[config.mk]
export PLATFORM = sky130hd
export DESIGN_NAME = tlc_bank
export DESIGN_NICKNAME = d
export VERILOG_FILES = /design/src/verilog/tlc_pkg.sv /design/src/verilog/tlc_lane.sv /design/src/verilog/tlc_bank.sv
export SDC_FILE = /design/constraint.sdc
export NUM_CORES = 1
export LEC_CHECK = 0
export BUFFER_PORTS_ARGS = -buffer_cell sky130_fd_sc_hd__buf_2
export CAP_MARGIN = 15
export CORE_AREA = 2 2 151 153
export DETAILED_ROUTE_END_ITERATION = 16
export DIE_AREA = 0 0 153 155
export GPL_ROUTABILITY_DRIVEN = 0
export MAX_ROUTING_LAYER = met4
export PLACE_DENSITY = 0.68
export SETUP_SLACK_MARGIN = 0.1
export SLEW_MARGIN = 0
export SYNTH_ARGS = -nofsm -noshare
export SYNTH_HDL_FRONTEND = slang
export SYNTH_SLANG_ARGS = --single-unit
[constraint.sdc]
create_clock -name pclk -period 3.7 [get_ports pclk]
set_input_delay 0.185 -clock pclk [delete_from_list [all_inputs] [get_ports pclk]]
set_output_delay 0.185 -clock pclk [all_outputs]
set_load 0.05 [all_outputs]
[src/verilog/tlc_pkg.sv]
// tlc_pkg: register map, field layout and reset values of the
// transceiver lane control bank.
// assumes a 32-bit apb slave decoding the low 12 address bits.
package tlc_pkg;

  // ---------------------------------------------------------------
  // address map (byte addresses)
  // ---------------------------------------------------------------
  localparam int unsigned ADDR_W          = 12;
  localparam logic [11:0] ADDR_LANE_COUNT = 12'h00c;
  localparam logic [11:0] ADDR_LANE_SEL   = 12'h024;
  localparam logic [11:0] ADDR_MB_ADDR    = 12'h104;
  localparam logic [11:0] ADDR_MB_WDATA   = 12'h108;
  localparam logic [11:0] ADDR_MB_RDATA   = 12'h10c;
  localparam logic [11:0] ADDR_MB_STATUS  = 12'h110;
  localparam logic [11:0] ADDR_TX_RST     = 12'h400;
  localparam logic [11:0] ADDR_RX_RST     = 12'h404;
  localparam logic [11:0] ADDR_TX_PWR     = 12'h408;
  localparam logic [11:0] ADDR_SWING      = 12'h40c;
  localparam logic [11:0] ADDR_TX_BLOCK   = 12'h410;
  localparam logic [11:0] ADDR_TX_INV     = 12'h414;
  localparam logic [11:0] ADDR_RX_INV     = 12'h418;
  localparam logic [11:0] ADDR_EQ_SEL     = 12'h41c;
  localparam logic [11:0] ADDR_ADAPT_RST  = 12'h420;
  localparam logic [11:0] ADDR_HDR_LIMIT  = 12'h424;

  // ---------------------------------------------------------------
  // fields and reset values
  // ---------------------------------------------------------------
  localparam int unsigned LANE_SEL_W    = 8;
  localparam int unsigned MB_DATA_W     = 16;
  localparam int unsigned MB_WR_FLAG    = 31;
  localparam int unsigned MB_RD_FLAG    = 30;
  localparam logic [1:0]  PWR_NORMAL    = 2'h0;
  localparam logic [1:0]  PWR_LOWEST    = 2'h3;
  localparam logic [3:0]  SWING_RST     = 4'hc;
  localparam logic        TX_BLOCK_RST  = 1'h0;
  localparam logic        EQ_SEL_RST    = 1'h1;
  localparam logic [3:0]  HDR_LIMIT_RST = 4'h8;
  localparam logic [3:0]  HDR_LIMIT_MIN = 4'h1;
  localparam logic [3:0]  HDR_LIMIT_MAX = 4'h8;
  // wait states added to accesses bound for the lanes
  localparam logic [3:0]  XING_CYCLES   = 4'h3;

endpackage : tlc_pkg

[src/verilog/tlc_lane.sv]
// tlc_lane: serial edge of one lane, tx inhibit/invert, rx invert.
// assumes tx_bit comes from pclk logic, rx_line_pos from a pin.
`timescale 1ns/100ps
`default_nettype none
module tlc_lane (
  input  wire logic pclk,
  input  wire logic presetn,
  input  wire logic tx_bit,
  input  wire logic tx_invert,
  input  wire logic tx_output_block,
  input  wire logic rx_line_pos,
  input  wire logic rx_invert,
  output logic      serial_out_pos,
  output logic      serial_out_neg,
  output logic      rx_bit
);

  // ---------------------------------------------------------------
  // state
  // ---------------------------------------------------------------
  typedef struct packed {
    logic [1:0] sync;
    logic       pos;
    logic       neg;
    logic       rx;
  } tlc_lane_s;

  tlc_lane_s st;
  tlc_lane_s next_st;

  // inhibit overrides polarity: the line parks at pos=0 neg=1
  always_comb begin
    next_st      = st;
    next_st.sync = {st.sync[0], rx_line_pos};
    if (tx_output_block) begin
      next_st.pos = 1'h0;
      next_st.neg = 1'h1;
    end else begin
      next_st.pos = tx_bit ^ tx_invert;
      next_st.neg = ~(tx_bit ^ tx_invert);
    end
    next_st.rx = st.sync[1] ^ rx_invert;
  end

  // idle line level while reset is held
  always_ff @(posedge pclk or negedge presetn) begin
    if (!presetn) begin
      st     <= '0;
      st.neg <= 1'h1;
    end else begin
      st <= next_st;
    end
  end

  assign serial_out_pos = st.pos;
  assign serial_out_neg = st.neg;
  assign rx_bit         = st.rx;
endmodule : tlc_lane
`default_nettype wire

[src/verilog/tlc_bank.sv]
// tlc_bank: apb register bank controlling the transceiver lanes,
// with shared resets, per-lane fields and a config port mailbox.
// assumes an apb master on pclk and a config port on pclk too.
//
// Summary of operation
// - writing one to tx reset bit 0 holds tx path and pll in reset.
// - writing one to rx reset bit 0 resets rx path and pll.
// - one tx and one rx reset register, shared, any select value.
// - two-bit tx power field, reset zero; 00 normal, 11 lowest.
// - drive swing resets to 1100, width set per transceiver type.
// - inhibit high parks serial output at pos low, neg high.
// - tx invert bit, reset zero, swaps outgoing line senses.
// - rx invert bit, reset zero, inverts incoming data.
// - equalizer select resets one; zero feedback, one low power.
// - bad header limit resets to 8; only 1 to 8 accepted.
// - rate switching mailbox works only when built with that option.
// - mailbox reaches the whole config address space of each block.
// - lane accesses pass a crossing and take extra wait states.
`timescale 1ns/100ps
`default_nettype none
module tlc_bank #(
  parameter int unsigned LANES        = 4,
  parameter int unsigned SWING_W      = 4,
  parameter int unsigned CFG_AW       = 16,
  parameter bit          DYNAMIC_RATE = 1'b1
) (
  input  wire logic                       pclk,
  input  wire logic                       presetn,
  input  wire logic                       psel,
  input  wire logic                       penable,
  input  wire logic                       pwrite,
  input  wire logic [tlc_pkg::ADDR_W-1:0] paddr,
  input  wire logic [31:0]                pwdata,
  output logic      [31:0]                prdata,
  output logic                            pready,
  output logic                            pslverr,
  input  wire logic [LANES-1:0]           tx_bit,
  input  wire logic [LANES-1:0]           rx_line_pos,
  output logic      [LANES-1:0]           serial_out_pos,
  output logic      [LANES-1:0]           serial_out_neg,
  output logic      [LANES-1:0]           rx_bit,
  output logic                            tx_chan_reset,
  output logic                            rx_chan_reset,
  output logic      [2*LANES-1:0]         tx_power_state,
  output logic      [SWING_W*LANES-1:0]   tx_drive_swing,
  output logic      [LANES-1:0]           rx_equalizer_select,
  output logic      [LANES-1:0]           rx_adapt_reset,
  output logic      [4*LANES-1:0]         rx_bad_header_limit,
  output logic                            cfg_en,
  output logic                            cfg_we,
  output logic      [7:0]                 cfg_sel,
  output logic      [CFG_AW-1:0]          cfg_addr,
  output logic      [15:0]                cfg_wdata,
  input  wire logic [15:0]                cfg_rdata,
  input  wire logic                       cfg_rdy
);

  localparam int unsigned IW = (LANES > 1) ? $clog2(LANES) : 1;

  // ---------------------------------------------------------------
  // state
  // ---------------------------------------------------------------
  typedef enum logic {MB_IDLE, MB_BUSY} tlc_mb_e;

  typedef struct packed {
    logic [tlc_pkg::LANE_SEL_W-1:0] sel;
    logic                           tx_rst;
    logic                           rx_rst;
    logic [LANES-1:0][1:0]          pwr;
    logic [LANES-1:0][SWING_W-1:0]  swing;
    logic [LANES-1:0]               blk;
    logic [LANES-1:0]               tinv;
    logic [LANES-1:0]               rinv;
    logic [LANES-1:0]               eq;
    logic [LANES-1:0]               adrst;
    logic [LANES-1:0][3:0]          hdr;
    logic [3:0]                     wait_cnt;
    logic [31:0]                    rdata;
    tlc_mb_e                        mb;
    logic                           mb_go;
    logic                           mb_we;
    logic [CFG_AW-1:0]              mb_addr;
    logic [15:0]                    mb_wdata;
    logic [15:0]                    mb_rdata;
  } tlc_bank_s;

  tlc_bank_s   st;
  tlc_bank_s   next_st;
  logic [31:0] rd;
  logic        hit;
  logic        lane_hit;
  logic        xing;
  logic        sel_ok;
  logic        wr;
  logic [IW-1:0] idx;

  assign idx    = st.sel[IW-1:0];
  assign sel_ok = st.sel < tlc_pkg::LANE_SEL_W'(LANES);

  // ---------------------------------------------------------------
  // address decode and read mux
  // ---------------------------------------------------------------
  // reads of lane fields see only the selected lane's copy
  always_comb begin
    rd       = '0;
    hit      = 1'b1;
    lane_hit = 1'b0;
    xing     = 1'b0;
    case (paddr)
      tlc_pkg::ADDR_LANE_COUNT: rd = 32'(LANES);
      tlc_pkg::ADDR_LANE_SEL:   rd[7:0] = st.sel;
      tlc_pkg::ADDR_MB_ADDR:    rd[CFG_AW-1:0] = st.mb_addr;
      tlc_pkg::ADDR_MB_WDATA:   rd[15:0] = st.mb_wdata;
      tlc_pkg::ADDR_MB_RDATA:   rd[15:0] = st.mb_rdata;
      tlc_pkg::ADDR_MB_STATUS:  rd[0] = (st.mb == MB_BUSY);
      tlc_pkg::ADDR_TX_RST: begin
        rd[0] = st.tx_rst;
        xing  = 1'b1;
      end
      tlc_pkg::ADDR_RX_RST: begin
        rd[0] = st.rx_rst;
        xing  = 1'b1;
      end
      tlc_pkg::ADDR_TX_PWR,
      tlc_pkg::ADDR_SWING,
      tlc_pkg::ADDR_TX_BLOCK,
      tlc_pkg::ADDR_TX_INV,
      tlc_pkg::ADDR_RX_INV,
      tlc_pkg::ADDR_EQ_SEL,
      tlc_pkg::ADDR_ADAPT_RST,
      tlc_pkg::ADDR_HDR_LIMIT: begin
        lane_hit = 1'b1;
        xing     = 1'b1;
        if (sel_ok) begin
          case (paddr)
            tlc_pkg::ADDR_TX_PWR:    rd[1:0] = st.pwr[idx];
            tlc_pkg::ADDR_SWING:     rd[SWING_W-1:0] = st.swing[idx];
            tlc_pkg::ADDR_TX_BLOCK:  rd[0] = st.blk[idx];
            tlc_pkg::ADDR_TX_INV:    rd[0] = st.tinv[idx];
            tlc_pkg::ADDR_RX_INV:    rd[0] = st.rinv[idx];
            tlc_pkg::ADDR_EQ_SEL:    rd[0] = st.eq[idx];
            tlc_pkg::ADDR_ADAPT_RST: rd[0] = st.adrst[idx];
            default:                 rd[3:0] = st.hdr[idx];
          endcase
        end
      end
      default: hit = 1'b0;
    endcase
  end

  // ---------------------------------------------------------------
  // apb handshake
  // ---------------------------------------------------------------
  // a bad lane index errors rather than touching a random lane
  assign pready  = psel & penable & (st.wait_cnt == 4'h0);
  assign pslverr = pready & (~hit | (lane_hit & ~sel_ok));
  assign wr      = pready & pwrite & ~pslverr;
  assign prdata  = st.rdata;

  // ---------------------------------------------------------------
  // next state
  // ---------------------------------------------------------------
  always_comb begin
    next_st       = st;
    next_st.mb_go = 1'b0;
    // wait states stand in for the trip into the lane domains
    if (psel && !penable) begin
      next_st.wait_cnt = xing ? tlc_pkg::XING_CYCLES : 4'h0;
    end else if (psel && st.wait_cnt != 4'h0) begin
      next_st.wait_cnt = st.wait_cnt - 4'h1;
    end
    if (psel) begin
      next_st.rdata = rd;
    end
    // mailbox completion; a read captures the returned word
    if (st.mb == MB_BUSY && cfg_rdy) begin
      next_st.mb = MB_IDLE;
      if (!st.mb_we) begin
        next_st.mb_rdata = cfg_rdata;
      end
    end
    if (wr) begin
      case (paddr)
        tlc_pkg::ADDR_LANE_SEL: next_st.sel = pwdata[7:0];
        tlc_pkg::ADDR_TX_RST:   next_st.tx_rst = pwdata[0];
        tlc_pkg::ADDR_RX_RST:   next_st.rx_rst = pwdata[0];
        tlc_pkg::ADDR_TX_PWR:   next_st.pwr[idx] = pwdata[1:0];
        tlc_pkg::ADDR_SWING:
          next_st.swing[idx] = pwdata[SWING_W-1:0];
        tlc_pkg::ADDR_TX_BLOCK: next_st.blk[idx] = pwdata[0];
        tlc_pkg::ADDR_TX_INV:   next_st.tinv[idx] = pwdata[0];
        tlc_pkg::ADDR_RX_INV:   next_st.rinv[idx] = pwdata[0];
        tlc_pkg::ADDR_EQ_SEL:   next_st.eq[idx] = pwdata[0];
        tlc_pkg::ADDR_ADAPT_RST:
          next_st.adrst[idx] = pwdata[0];
        tlc_pkg::ADDR_HDR_LIMIT: begin
          // out of range values are dropped, old limit kept
          if (pwdata[3:0] >= tlc_pkg::HDR_LIMIT_MIN &&
              pwdata[3:0] <= tlc_pkg::HDR_LIMIT_MAX &&
              pwdata[31:4] == 28'h0000000) begin
            next_st.hdr[idx] = pwdata[3:0];
          end
        end
        tlc_pkg::ADDR_MB_WDATA: next_st.mb_wdata = pwdata[15:0];
        tlc_pkg::ADDR_MB_ADDR: begin
          // ignored while busy or when built without rate switching
          if (DYNAMIC_RATE && st.mb == MB_IDLE) begin
            next_st.mb_addr = pwdata[CFG_AW-1:0];
            if (pwdata[tlc_pkg::MB_WR_FLAG] ||
                pwdata[tlc_pkg::MB_RD_FLAG]) begin
              next_st.mb_go = 1'b1;
              next_st.mb    = MB_BUSY;
              next_st.mb_we = pwdata[tlc_pkg::MB_WR_FLAG];
            end
          end
        end
        default: next_st.sel = st.sel;
      endcase
    end
  end

  // ---------------------------------------------------------------
  // state register
  // ---------------------------------------------------------------
  always_ff @(posedge pclk or negedge presetn) begin
    if (!presetn) begin
      st       <= '0;
      st.mb    <= MB_IDLE;
      st.swing <= {LANES{SWING_W'(tlc_pkg::SWING_RST)}};
      st.blk   <= {LANES{tlc_pkg::TX_BLOCK_RST}};
      st.eq    <= {LANES{tlc_pkg::EQ_SEL_RST}};
      st.hdr   <= {LANES{tlc_pkg::HDR_LIMIT_RST}};
    end else begin
      st <= next_st;
    end
  end

  // ---------------------------------------------------------------
  // outputs to the lanes and config port
  // ---------------------------------------------------------------
  assign tx_chan_reset       = st.tx_rst;
  assign rx_chan_reset       = st.rx_rst;
  assign tx_power_state      = st.pwr;
  assign tx_drive_swing      = st.swing;
  assign rx_equalizer_select = st.eq;
  assign rx_adapt_reset      = st.adrst;
  assign rx_bad_header_limit = st.hdr;
  assign cfg_en              = st.mb_go;
  assign cfg_we              = st.mb_we;
  assign cfg_sel             = st.sel;
  assign cfg_addr            = st.mb_addr;
  assign cfg_wdata           = st.mb_wdata;

  // one serial edge per lane
  for (genvar g = 0; g < LANES; g++) begin : g_lane
    tlc_lane u_lane (
      .pclk            (pclk),
      .presetn         (presetn),
      .tx_bit          (tx_bit[g]),
      .tx_invert       (st.tinv[g]),
      .tx_output_block (st.blk[g]),
      .rx_line_pos     (rx_line_pos[g]),
      .rx_invert       (st.rinv[g]),
      .serial_out_pos  (serial_out_pos[g]),
      .serial_out_neg  (serial_out_neg[g]),
      .rx_bit          (rx_bit[g])
    );
  end
endmodule : tlc_bank
`default_nettype wire

# Word-level counts from Yosys, hierarchy flattened
# Index checks and enable logic that the tools add are counted.
word_totals:
  register_bits: 161
  latch_bits: 0
  ramBits: 0
  romBits: 0
  in_bits: 74
  out_inout_bits: 138
  word_cells: 176
  mem_count: 0
classes:
  addsub: 1
  multipliers: 0
  div: 0
  magnitude_cmp: 5
  n_eq_ne: 16
  n_shift: 0
  mux: 54
  n_bitwise: 24
  reduce_logical: 32
ops:
  columns: ["cell", "count"]
  rows:
  - ["== test 12 x 11 -> 1 bit, second input constant", 10]
  - ["== test 12 x 9 -> 1 bit, second input constant", 4]
  - ["two-way mux 19 bit", 2]
  - ["two-way mux 35 bit", 1]
  - ["bitwise mux 16 bit", 2]
  - ["zero test 28 bit", 1]
  - ["two-way mux 4 bit", 6]
  - ["one-hot mux 8 bit (3 select lines)", 1]
  - ["AND reduction 2 bit", 12]
  - ["bitwise mux 4 bit", 5]
  - ["one-hot mux 3 bit (6 select lines)", 1]
  - ["binary-select mux 4 bit (select 2 bit)", 2]
  - ["two-way mux 16 bit", 1]
  - ["one-hot mux 4 bit (4 select lines)", 1]
  - ["OR reduction 16 bit", 1]
  - ["two-way mux 2 bit", 7]
  - ["== test 12 x 4 -> 1 bit, second input constant", 1]
  - ["== test 12 x 6 -> 1 bit, second input constant", 1]
  - ["binary-select mux 1 bit (select 2 bit)", 5]
  - ["two-way mux 1 bit", 10]
  - ["OR reduction 10 bit", 1]
  - ["inverter 1 bit", 9]
  - ["bitwise mux 8 bit", 1]
  - ["demux 4 bit (select 2 bit)", 1]
  - ["other kinds (28)", 46]

# Longest topological paths before layout
# Gate-level depths: netlist (run 1).
depth:
  depth_word: 9
  depth_mapped: 8
  depth_no_buf: 7

# Cells and area by module
# Synthesis (run 1) repeated with hierarchy kept, for this count alone.
hier_totals:
  cells_unflattened: 721
  area_unflattened_um2: 8640.8
modules_own_cells:
  columns: ["mod", "instances", "cells_each", "area_per_inst_um2", "seq_area_each_um2"]
  rows:
  - ["tlc_bank", 1, 685, 8005.2, 3548.4]
  - ["tlc_lane", 4, 9, 158.9, 126.4]

# Worst setup path before layout (run 1)
# No wires, ideal clock.
synth_path:
  kind: "reg2reg"
  startpoint: "register st[83] (netlist bit)"
  endpoint: "register st, in the netlist tx_drive_swing[0]"
  setup_ns: 0.125
  t_arrival_ns: 2.090
  required_time_ns: 3.575
  path_slack_ns: 1.485
  stages_incl_launch_ff: 8
  path_buffers: 0
  period_less_slack_ns: 2.215
  cell_sequence: "dfrtp_1 -> inv_1 -> ha_1 -> and4bb_2 -> nand3_1 -> a2111oi_4 -> nand2_4 -> mux2_4"
synth_via:
  elab_chain_len: 6
  word_cells_on_any_way: 7
  cone_classes: "bitwise: 5; reduce/logical: 2"
synth_lines:
  columns: ["item", "line", "rtl"]
  rows:
  - ["from (decl)", "tlc_bank.sv:87", "tlc_bank_s st;"]
  - ["from (signal assigned)", "tlc_bank.sv:234", "st <= next_st;"]
  - ["zero test 4 bit *", "tlc_bank.sv:155", "assign pready = psel & penable & (st.wait_cnt == 4'h0);"]
  - ["AND 1 bit *", "tlc_bank.sv:155", null]
  - ["AND 1 bit", "tlc_bank.sv:156", "assign pslverr = pready & (~hit | (lane_hit & ~sel_ok));"]
  - ["inverter 1 bit", "tlc_bank.sv:157", "assign wr = pready & pwrite & ~pslverr;"]
  - ["AND 1 bit *", "tlc_bank.sv:157", null]
  - ["AND reduction 2 bit (no source line) *", null, null]
# Mark *: on every way between the ends. The rest lies on a longest branch, timed or not.
# A chain may end at the register's enable or synchronous reset.

# Worst setup path in the final report (run 1)
layout_path:
  startpoint: "register st[83] (netlist bit)"
  endpoint: "register st, in the netlist cfg_wdata[14]"
# The elaborated chain is that of the path after synthesis.

==> results of run 1 <==
## cells by family (layout without fill, tap and decap cells)
| family | count (synthesis) | after routing |
|---|---|---|
| other | 1 | 17 |
| and+or+nand+nor | 150 | 150 |
| xor gates and xnor gates | 11 | 11 |
| DFF | 161 | 161 |
| AOI/OAI and AO/OA | 73 | 73 |
| buffers and inverters | 182 | 277 |
| adders and majority gates | 2 | 2 |
| muxes | 139 | 139 |
## final timing paths
kind | from | to | cells after the start
worst min register to register | g_lane[1].u_lane.next_st[4]$_DFF_PN0_ | g_lane[1].u_lane.st[4]$_DFF_PN0_ | 0
worst max-delay path | st[83]$_DFFE_PN0P_ | cfg_wdata[14]$_DFFE_PN0P_ | 7
min in group asynchronous | presetn | tx_power_state[3]$_DFFE_PN0P_ | 2
worst max register to register | st[83]$_DFFE_PN0P_ | cfg_wdata[14]$_DFFE_PN0P_ | 7
max in group asynchronous | presetn | prdata[12]$_DFFE_PN0P_ | 3
worst min-delay path | pwdata[9] | cfg_addr[9]$_DFFE_PN0P_ | 2
## metal layers
layer,share of wire [%],routed length [um],vias up
met5,0,0,-
li1,-,-,2636
met2,47,10600,266
met4,2.9,653,0
met1,43,9780,2928
met3,7.2,1630,41
## per-stage QoR
step	cell area [um^2]	hold WS, ps	util (%)	setup slack (ps)	std cells
after floorplan	8720	-111	-	1490	734
after global placement	8970	295	40.4	950	1058
after detailed placement	8970	295	40.4	855	1058
after CTS	9810	4.91	44.1	884	1113
after global routing	9840	8.28	44.3	787	1115
final	9840	15.3	44.3	997	1115
## what timing repair did
action / in CTS / in global routing
hold buffers: 23 / 0
setup buffers: 0 / 0
resized for setup: 0 / 0
hold endpoints to repair: 100 / 0
## cells in the final DEF (no fill, tap or decap), types with 3 or more instances in the layout
cell,n
a211oi_2,4
a21oi_1,5
a222oi_1,9
a22oi_1,12
a31oi_1,4
buf_2,194
buf_4,9
clkbuf_16,17
clkbuf_8,4
clkinv_4,3
conb_1,16
dfrtp_1,141
dfstp_2,20
dlygate4sd3_1,23
inv_1,17
inv_6,3
mux2_1,20
mux2_2,87
mux2_4,14
mux2i_1,4
mux4_2,14
nand2_1,40
nand2b_1,4
nand3_1,7
nand3b_1,3
nand4_1,8
nor2_1,28
nor2b_1,9
nor3_1,5
nor3_2,3
nor4_1,11
o21ai_0,4
o22ai_1,5
o2bb2ai_1,12
o31ai_1,3
or4_1,4
or4b_1,3
xor2_1,9
## flip-flops by register name, summed over array words and instances (netlist names), 8 cells and up
| register | flops |
|---|---|
| st | 33 |
| tx_power_state | 8 |
| prdata | 16 |
| cfg_wdata | 16 |
| cfg_addr | 16 |
| tx_drive_swing | 16 |
| cfg_sel | 8 |
| rx_bad_header_limit | 16 |
## worst max-delay path, stage by stage, from the launching register on
cell and delay [ps]:
dfrtp_1 390, inv_1 100, ha_1 150, and4bb_2 230, nand3_1 350, a21oi_1 460, nand2_2 450, mux2_4 430
## power breakdown
group          internal [uW]  switching (uW)
clock network           1070             715
registers               1810            27.2
logic                    122             247
## cell type report
type / instances / share of cell area, %
inverters: 17 / 0.648
multi-input cells: 391 / 35.1
clock buffers: 22 / 4.92
repair buffers: 228 / 13.3
clock inverters: 10 / 1.25
well taps: 285 / 3.62
flip-flops and latches: 161 / 41.2
diodes: 1 / 0.0254
==> out/summary.txt, run 1 <==
Status - complete, no violations
Post-Synth Simple-Gate Area - 10.3%
GR Util All Layers - 19.6%
CP required - 4000 ps
Final Max Tran Viols - 0
Core Box Area - 0.0222 mm^2
Largest net degree at the start of global routing - 101
Most common library cells after synthesis - dfrtp_1 (141), buf_4 (133), mux2_2 (87)
Reg clk slew, reported paths - 60 ps
Largest family of logic cells by synthesized area - multiplexers
Port Buffers - 195
Vias - 5871
Fillers - 2053
Final Setup Violations - 0
Top-count cell post-synth - dfrtp_1
Max Clock Skew - 10.3 ps
Post-route antenna net violation count - 0
Synth Register Bits - 161
Top FF cell, synth - dfrtp_1
Root buf cell - clkbuf_16
Adder-Cell Fraction of Synth Area - 0.289%
Area Growth Syn to Fin - 13.6%
Initial Util - 39.0%
Post-synth EDFFs - 0
Setup CP Type - reg2reg
First-pass GRT wire length - 34500 um
P per Cell Area - 406 mW/mm^2
CTS tree - yes
Layout Nets - 892
Post-synth ARST share - 100%
PnR Total Power - 4000 uW
GR Util met2 - 29.4%
Most used routing layer in global routing - met2
Synth area leader - dfrtp_1
Post-synthesis compound-gate area fraction - 7.02%
CTS H-tree depth - 4
VDD IR max - 221 uV
Initial antenna violation count - 1
Die ar. - 0.0237 mm^2
Clock tree buffer depth - 2
Met1 Track Usage GR - 24.9%
FP Rows - 55
TNS Setup - 0 ps
GR Util met3 - 5.79%
Horiz. Die Dim - 153 um
Drc violations - 0
Register area share after synthesis - 46.8%
Ratio of cells with drive above 1 in the final layout - 47.3%
Mux cell area share after synthesis - 20.4%
Minimum clock period - 2700 ps
Register Area - 0.00405 mm^2
Worst setup SP type - register
Slew of the pin with the lowest slew margin - 949 ps
Syn_area_per_cell - 12.1 um^2
Largest cells by area after synthesis - dfrtp_1 (41%), buf_4 (12%), mux2_2 (11%)
XOR/XNOR Fraction of Synth Area - 1.11%
Die H - 155 um
Vias per cell - 5.27
Maxcap violations - 0
Drt wl/cell - 20.3 um
Worst slew margin - 36.5%
Drt pass-1 iters - 5
RSZ-0062 raised after global routing - false
Vias in the first global route - 6007
Congestion Overflow GR - 0
LEAKAGE - 0.00492 uW
Clk sinks - 161
Final worst path period share - 73.1%
Multi-input logic area - 0.00345 mm^2
Fmax achieved - 370 MHz
Syn Inst Count - 719
Cts bufs inserted - 17
Type of the most critical hold path - in2reg
Boundary Pins - 212
Post-DP HPWL - 16400 um
WL final - 22600 um
Maximum fanout along the worst path - 16
Yosys cell types - 69
CP endpoint kind - register
Worst-skew pair later-pin latency - 430 ps
Share of the synthesized area in the top cell type - 40.7%
FF-to-FF setup slack - 1000 ps
Drt first-iter violations - 572
Yosys warning count - 0
Worst path arrival time - 3000 ps
Post-Syn Area - 0.00867 mm^2
Final Hold Viols - 0
No activity file was read; power rests on OpenSTA's default activity.
==> run 2, diff against run 1 <==
PLACE_DENSITY = 0.7   (was 0.68)
clock period = 2.4 ns   (was 3.7 ns; I/O delays follow)
==> run 2 against run 1 <==
First-iteration DRC count shrank 4.7%. Critical path depth shrank 1. Die area is the same. Power grew 54%. Sequential share of layout area shrank 1.6 points. Largest power group unchanged.
==> out/summary.txt, run 2 (synthesized netlist as in run 1, its figures left out) <==
Status - complete, no violations
Slew of the pin with the lowest slew margin - 628 ps
LEAKAGE - 0.00512 uW
Layout Nets - 935
Drt wl/cell - 20.3 um
Vias - 6089
Ratio of cells with drive above 1 in the final layout - 48.6%
Dpl cells - 1086
Max Clock Skew - 11.7 ps
CTS H-tree depth - 4
Clock Power Share - 43.8%
Largest net degree at the start of global routing - 55
Switching share of power - 25.5%
Vias in the first global route - 6045
Die ar. - 0.0237 mm^2
Commonest non-fill, non-tap cell in the layout - buf_2
Minimum clock period - 2170 ps
Final Max Tran Viols - 0
P per Cell Area - 599 mW/mm^2
Type of the most critical hold path - in2reg
Worst-skew pair later-pin latency - 430 ps
Vias per cell - 5.25
Drc violations - 0
FP Rows - 55
Root buf cell - clkbuf_16
Drt first-iter violations - 545
CTS tree - yes
Layout Cells excl Fill - 1159
Clk sinks - 161
Die H - 155 um
Largest reg by FF count - st
Maxcap violations - 0
Psw - 1560 uW
Worst path arrival time - 2490 ps
GR Util All Layers - 20.4%
Final Hold Viols - 0
Worst setup SP type - register
Area Growth Syn to Fin - 18.3%
Most frequent cells in the layout - buf_2 (194), dfrtp_1 (140), mux2_2 (87), nand2_1 (39), dlygate4sd3_1 (38)
Worst Setup Slack, final - 227 ps
Sequential Power Share - 46.2%
Max FFs per register - 33
Post-route antenna net violation count - 0
First-pass GRT wire length - 36000 um
Internal - 4580 uW
Core Box Area - 0.0222 mm^2
Final worst path period share - 90.5%
Fmax achieved - 460 MHz
Reg clk slew, reported paths - 60 ps
VDD IR max - 407 uV
Initial antenna violation count - 2
Horiz. Die Dim - 153 um
Initial Util - 39.0%
Boundary Pins - 212
Maximum fanout along the worst path - 9
Clock tree buffer depth - 2
Worst slew margin - 57.1%
Final Setup Violations - 0
Post-DP HPWL - 16900 um
RSZ-0062 raised after global routing - false
Port Buffers - 195
Fillers - 2045
Congestion Overflow GR - 0
WL final - 23500 um
CP endpoint kind - register
Drt pass-1 iters - 7
Combinational share of power - 10.0%
CP required - 2710 ps
Dpl ws - 14.7 ps
Cts bufs inserted - 17
TNS Setup - 0 ps
Setup CP Type - reg2reg
==> run 2: cell count changes in the layout (fill, tap and decap cells not counted), sizes merged <==
cell | previous run | this run
buf | 205 | 233
dlygate4sd3 | 23 | 38
clkbuf | 22 | 20
clkinv | 5 | 7
clkinvlp | 0 | 2
inv | 20 | 18
diode | 1 | 2
==> run 2: timing repair <==
action	in CTS	in global routing
resized for setup	2	5
pin swaps	0	3
hold buffers	38	0
setup endpoints to repair	48	58
endpoints found under the hold margin	97	0
buffers inserted	0	1
==> run 2: worst paths after layout <==
path / start / slack (ps) / to / depth (start not counted)
min in group asynchronous: presetn / 210 / cfg_wdata[12]$_DFFE_PN0P_ / 2
max: cfg_sel[5]$_DFFE_PN0P_ / 230 / rx_bad_header_limit[12]$_DFFE_PN0P_ / 6
min: tx_bit[3] / 20 / g_lane[3].u_lane.serial_out_pos$_DFF_PN0_ / 3
max in group asynchronous: presetn / 1430 / tx_drive_swing[11]$_DFFE_PN1P_ / 3
max reg2reg: cfg_sel[5]$_DFFE_PN0P_ / 230 / rx_bad_header_limit[12]$_DFFE_PN0P_ / 6
min reg2reg: g_lane[1].u_lane.next_st[4]$_DFF_PN0_ / 350 / g_lane[1].u_lane.st[4]$_DFF_PN0_ / 0
==> run 2: area by class of cell <==
class	count	area (um^2)	area share, %
Timing Repair Buffer	271	1710	16.7
Tap cell	285	357	3.48
Clock buffer	20	447	4.36
Clock inverter	12	134	1.31
Sequential cell	161	4060	39.6
Inverter	17	63.8	0.623
Antenna cell	2	5.00	0.0488
Multi-Input combinational cell	391	3480	33.9
==> run 2: layer usage <==
| metal | part of all wire (%) | vias to the layer above | global-route usage [%] |
|---|---|---|---|
| li1 | - | 2727 | - |
| met1 | 44 | 3071 | 26.6 |
| met2 | 46 | 235 | 29.5 |
| met3 | 5.6 | 56 | 5.21 |
| met4 | 4.4 | 0 | 10.5 |
| met5 | 0 | - | - |
==> run 2: stage by stage <==
stage | total power, uW | cell area [um^2] | hold slack [ps] | utilization (%)
after floorplan | 3250 | 8720 | -176 | -
after global placement | 3430 | 9240 | 121 | 41.5
after detailed placement | 3440 | 9240 | 120 | 41.5
after CTS | 6180 | 10200 | 7.05 | 45.9
after global routing | 6370 | 10200 | 9.54 | 46.1
final | 6140 | 10200 | 19.2 | 46.1
==> run 2: worst max-delay path, cell delays in order (launching register included) <==
cell and delay, ps:
dfrtp_1 410, nor4_2 400, nand2_2 140, buf_12 170
a211oi_2 270, nand4_1 300, mux2_2 360
==> run 2: power groups by stage <==
stage / combinational (uW) / sequential [uW] / clock (uW)
after floorplan: 378 / 2870 / 0
after global placement: 549 / 2880 / 0
after detailed placement: 558 / 2890 / 0
after CTS: 611 / 2840 / 2730
after global routing: 672 / 2840 / 2850
final: 613 / 2840 / 2690
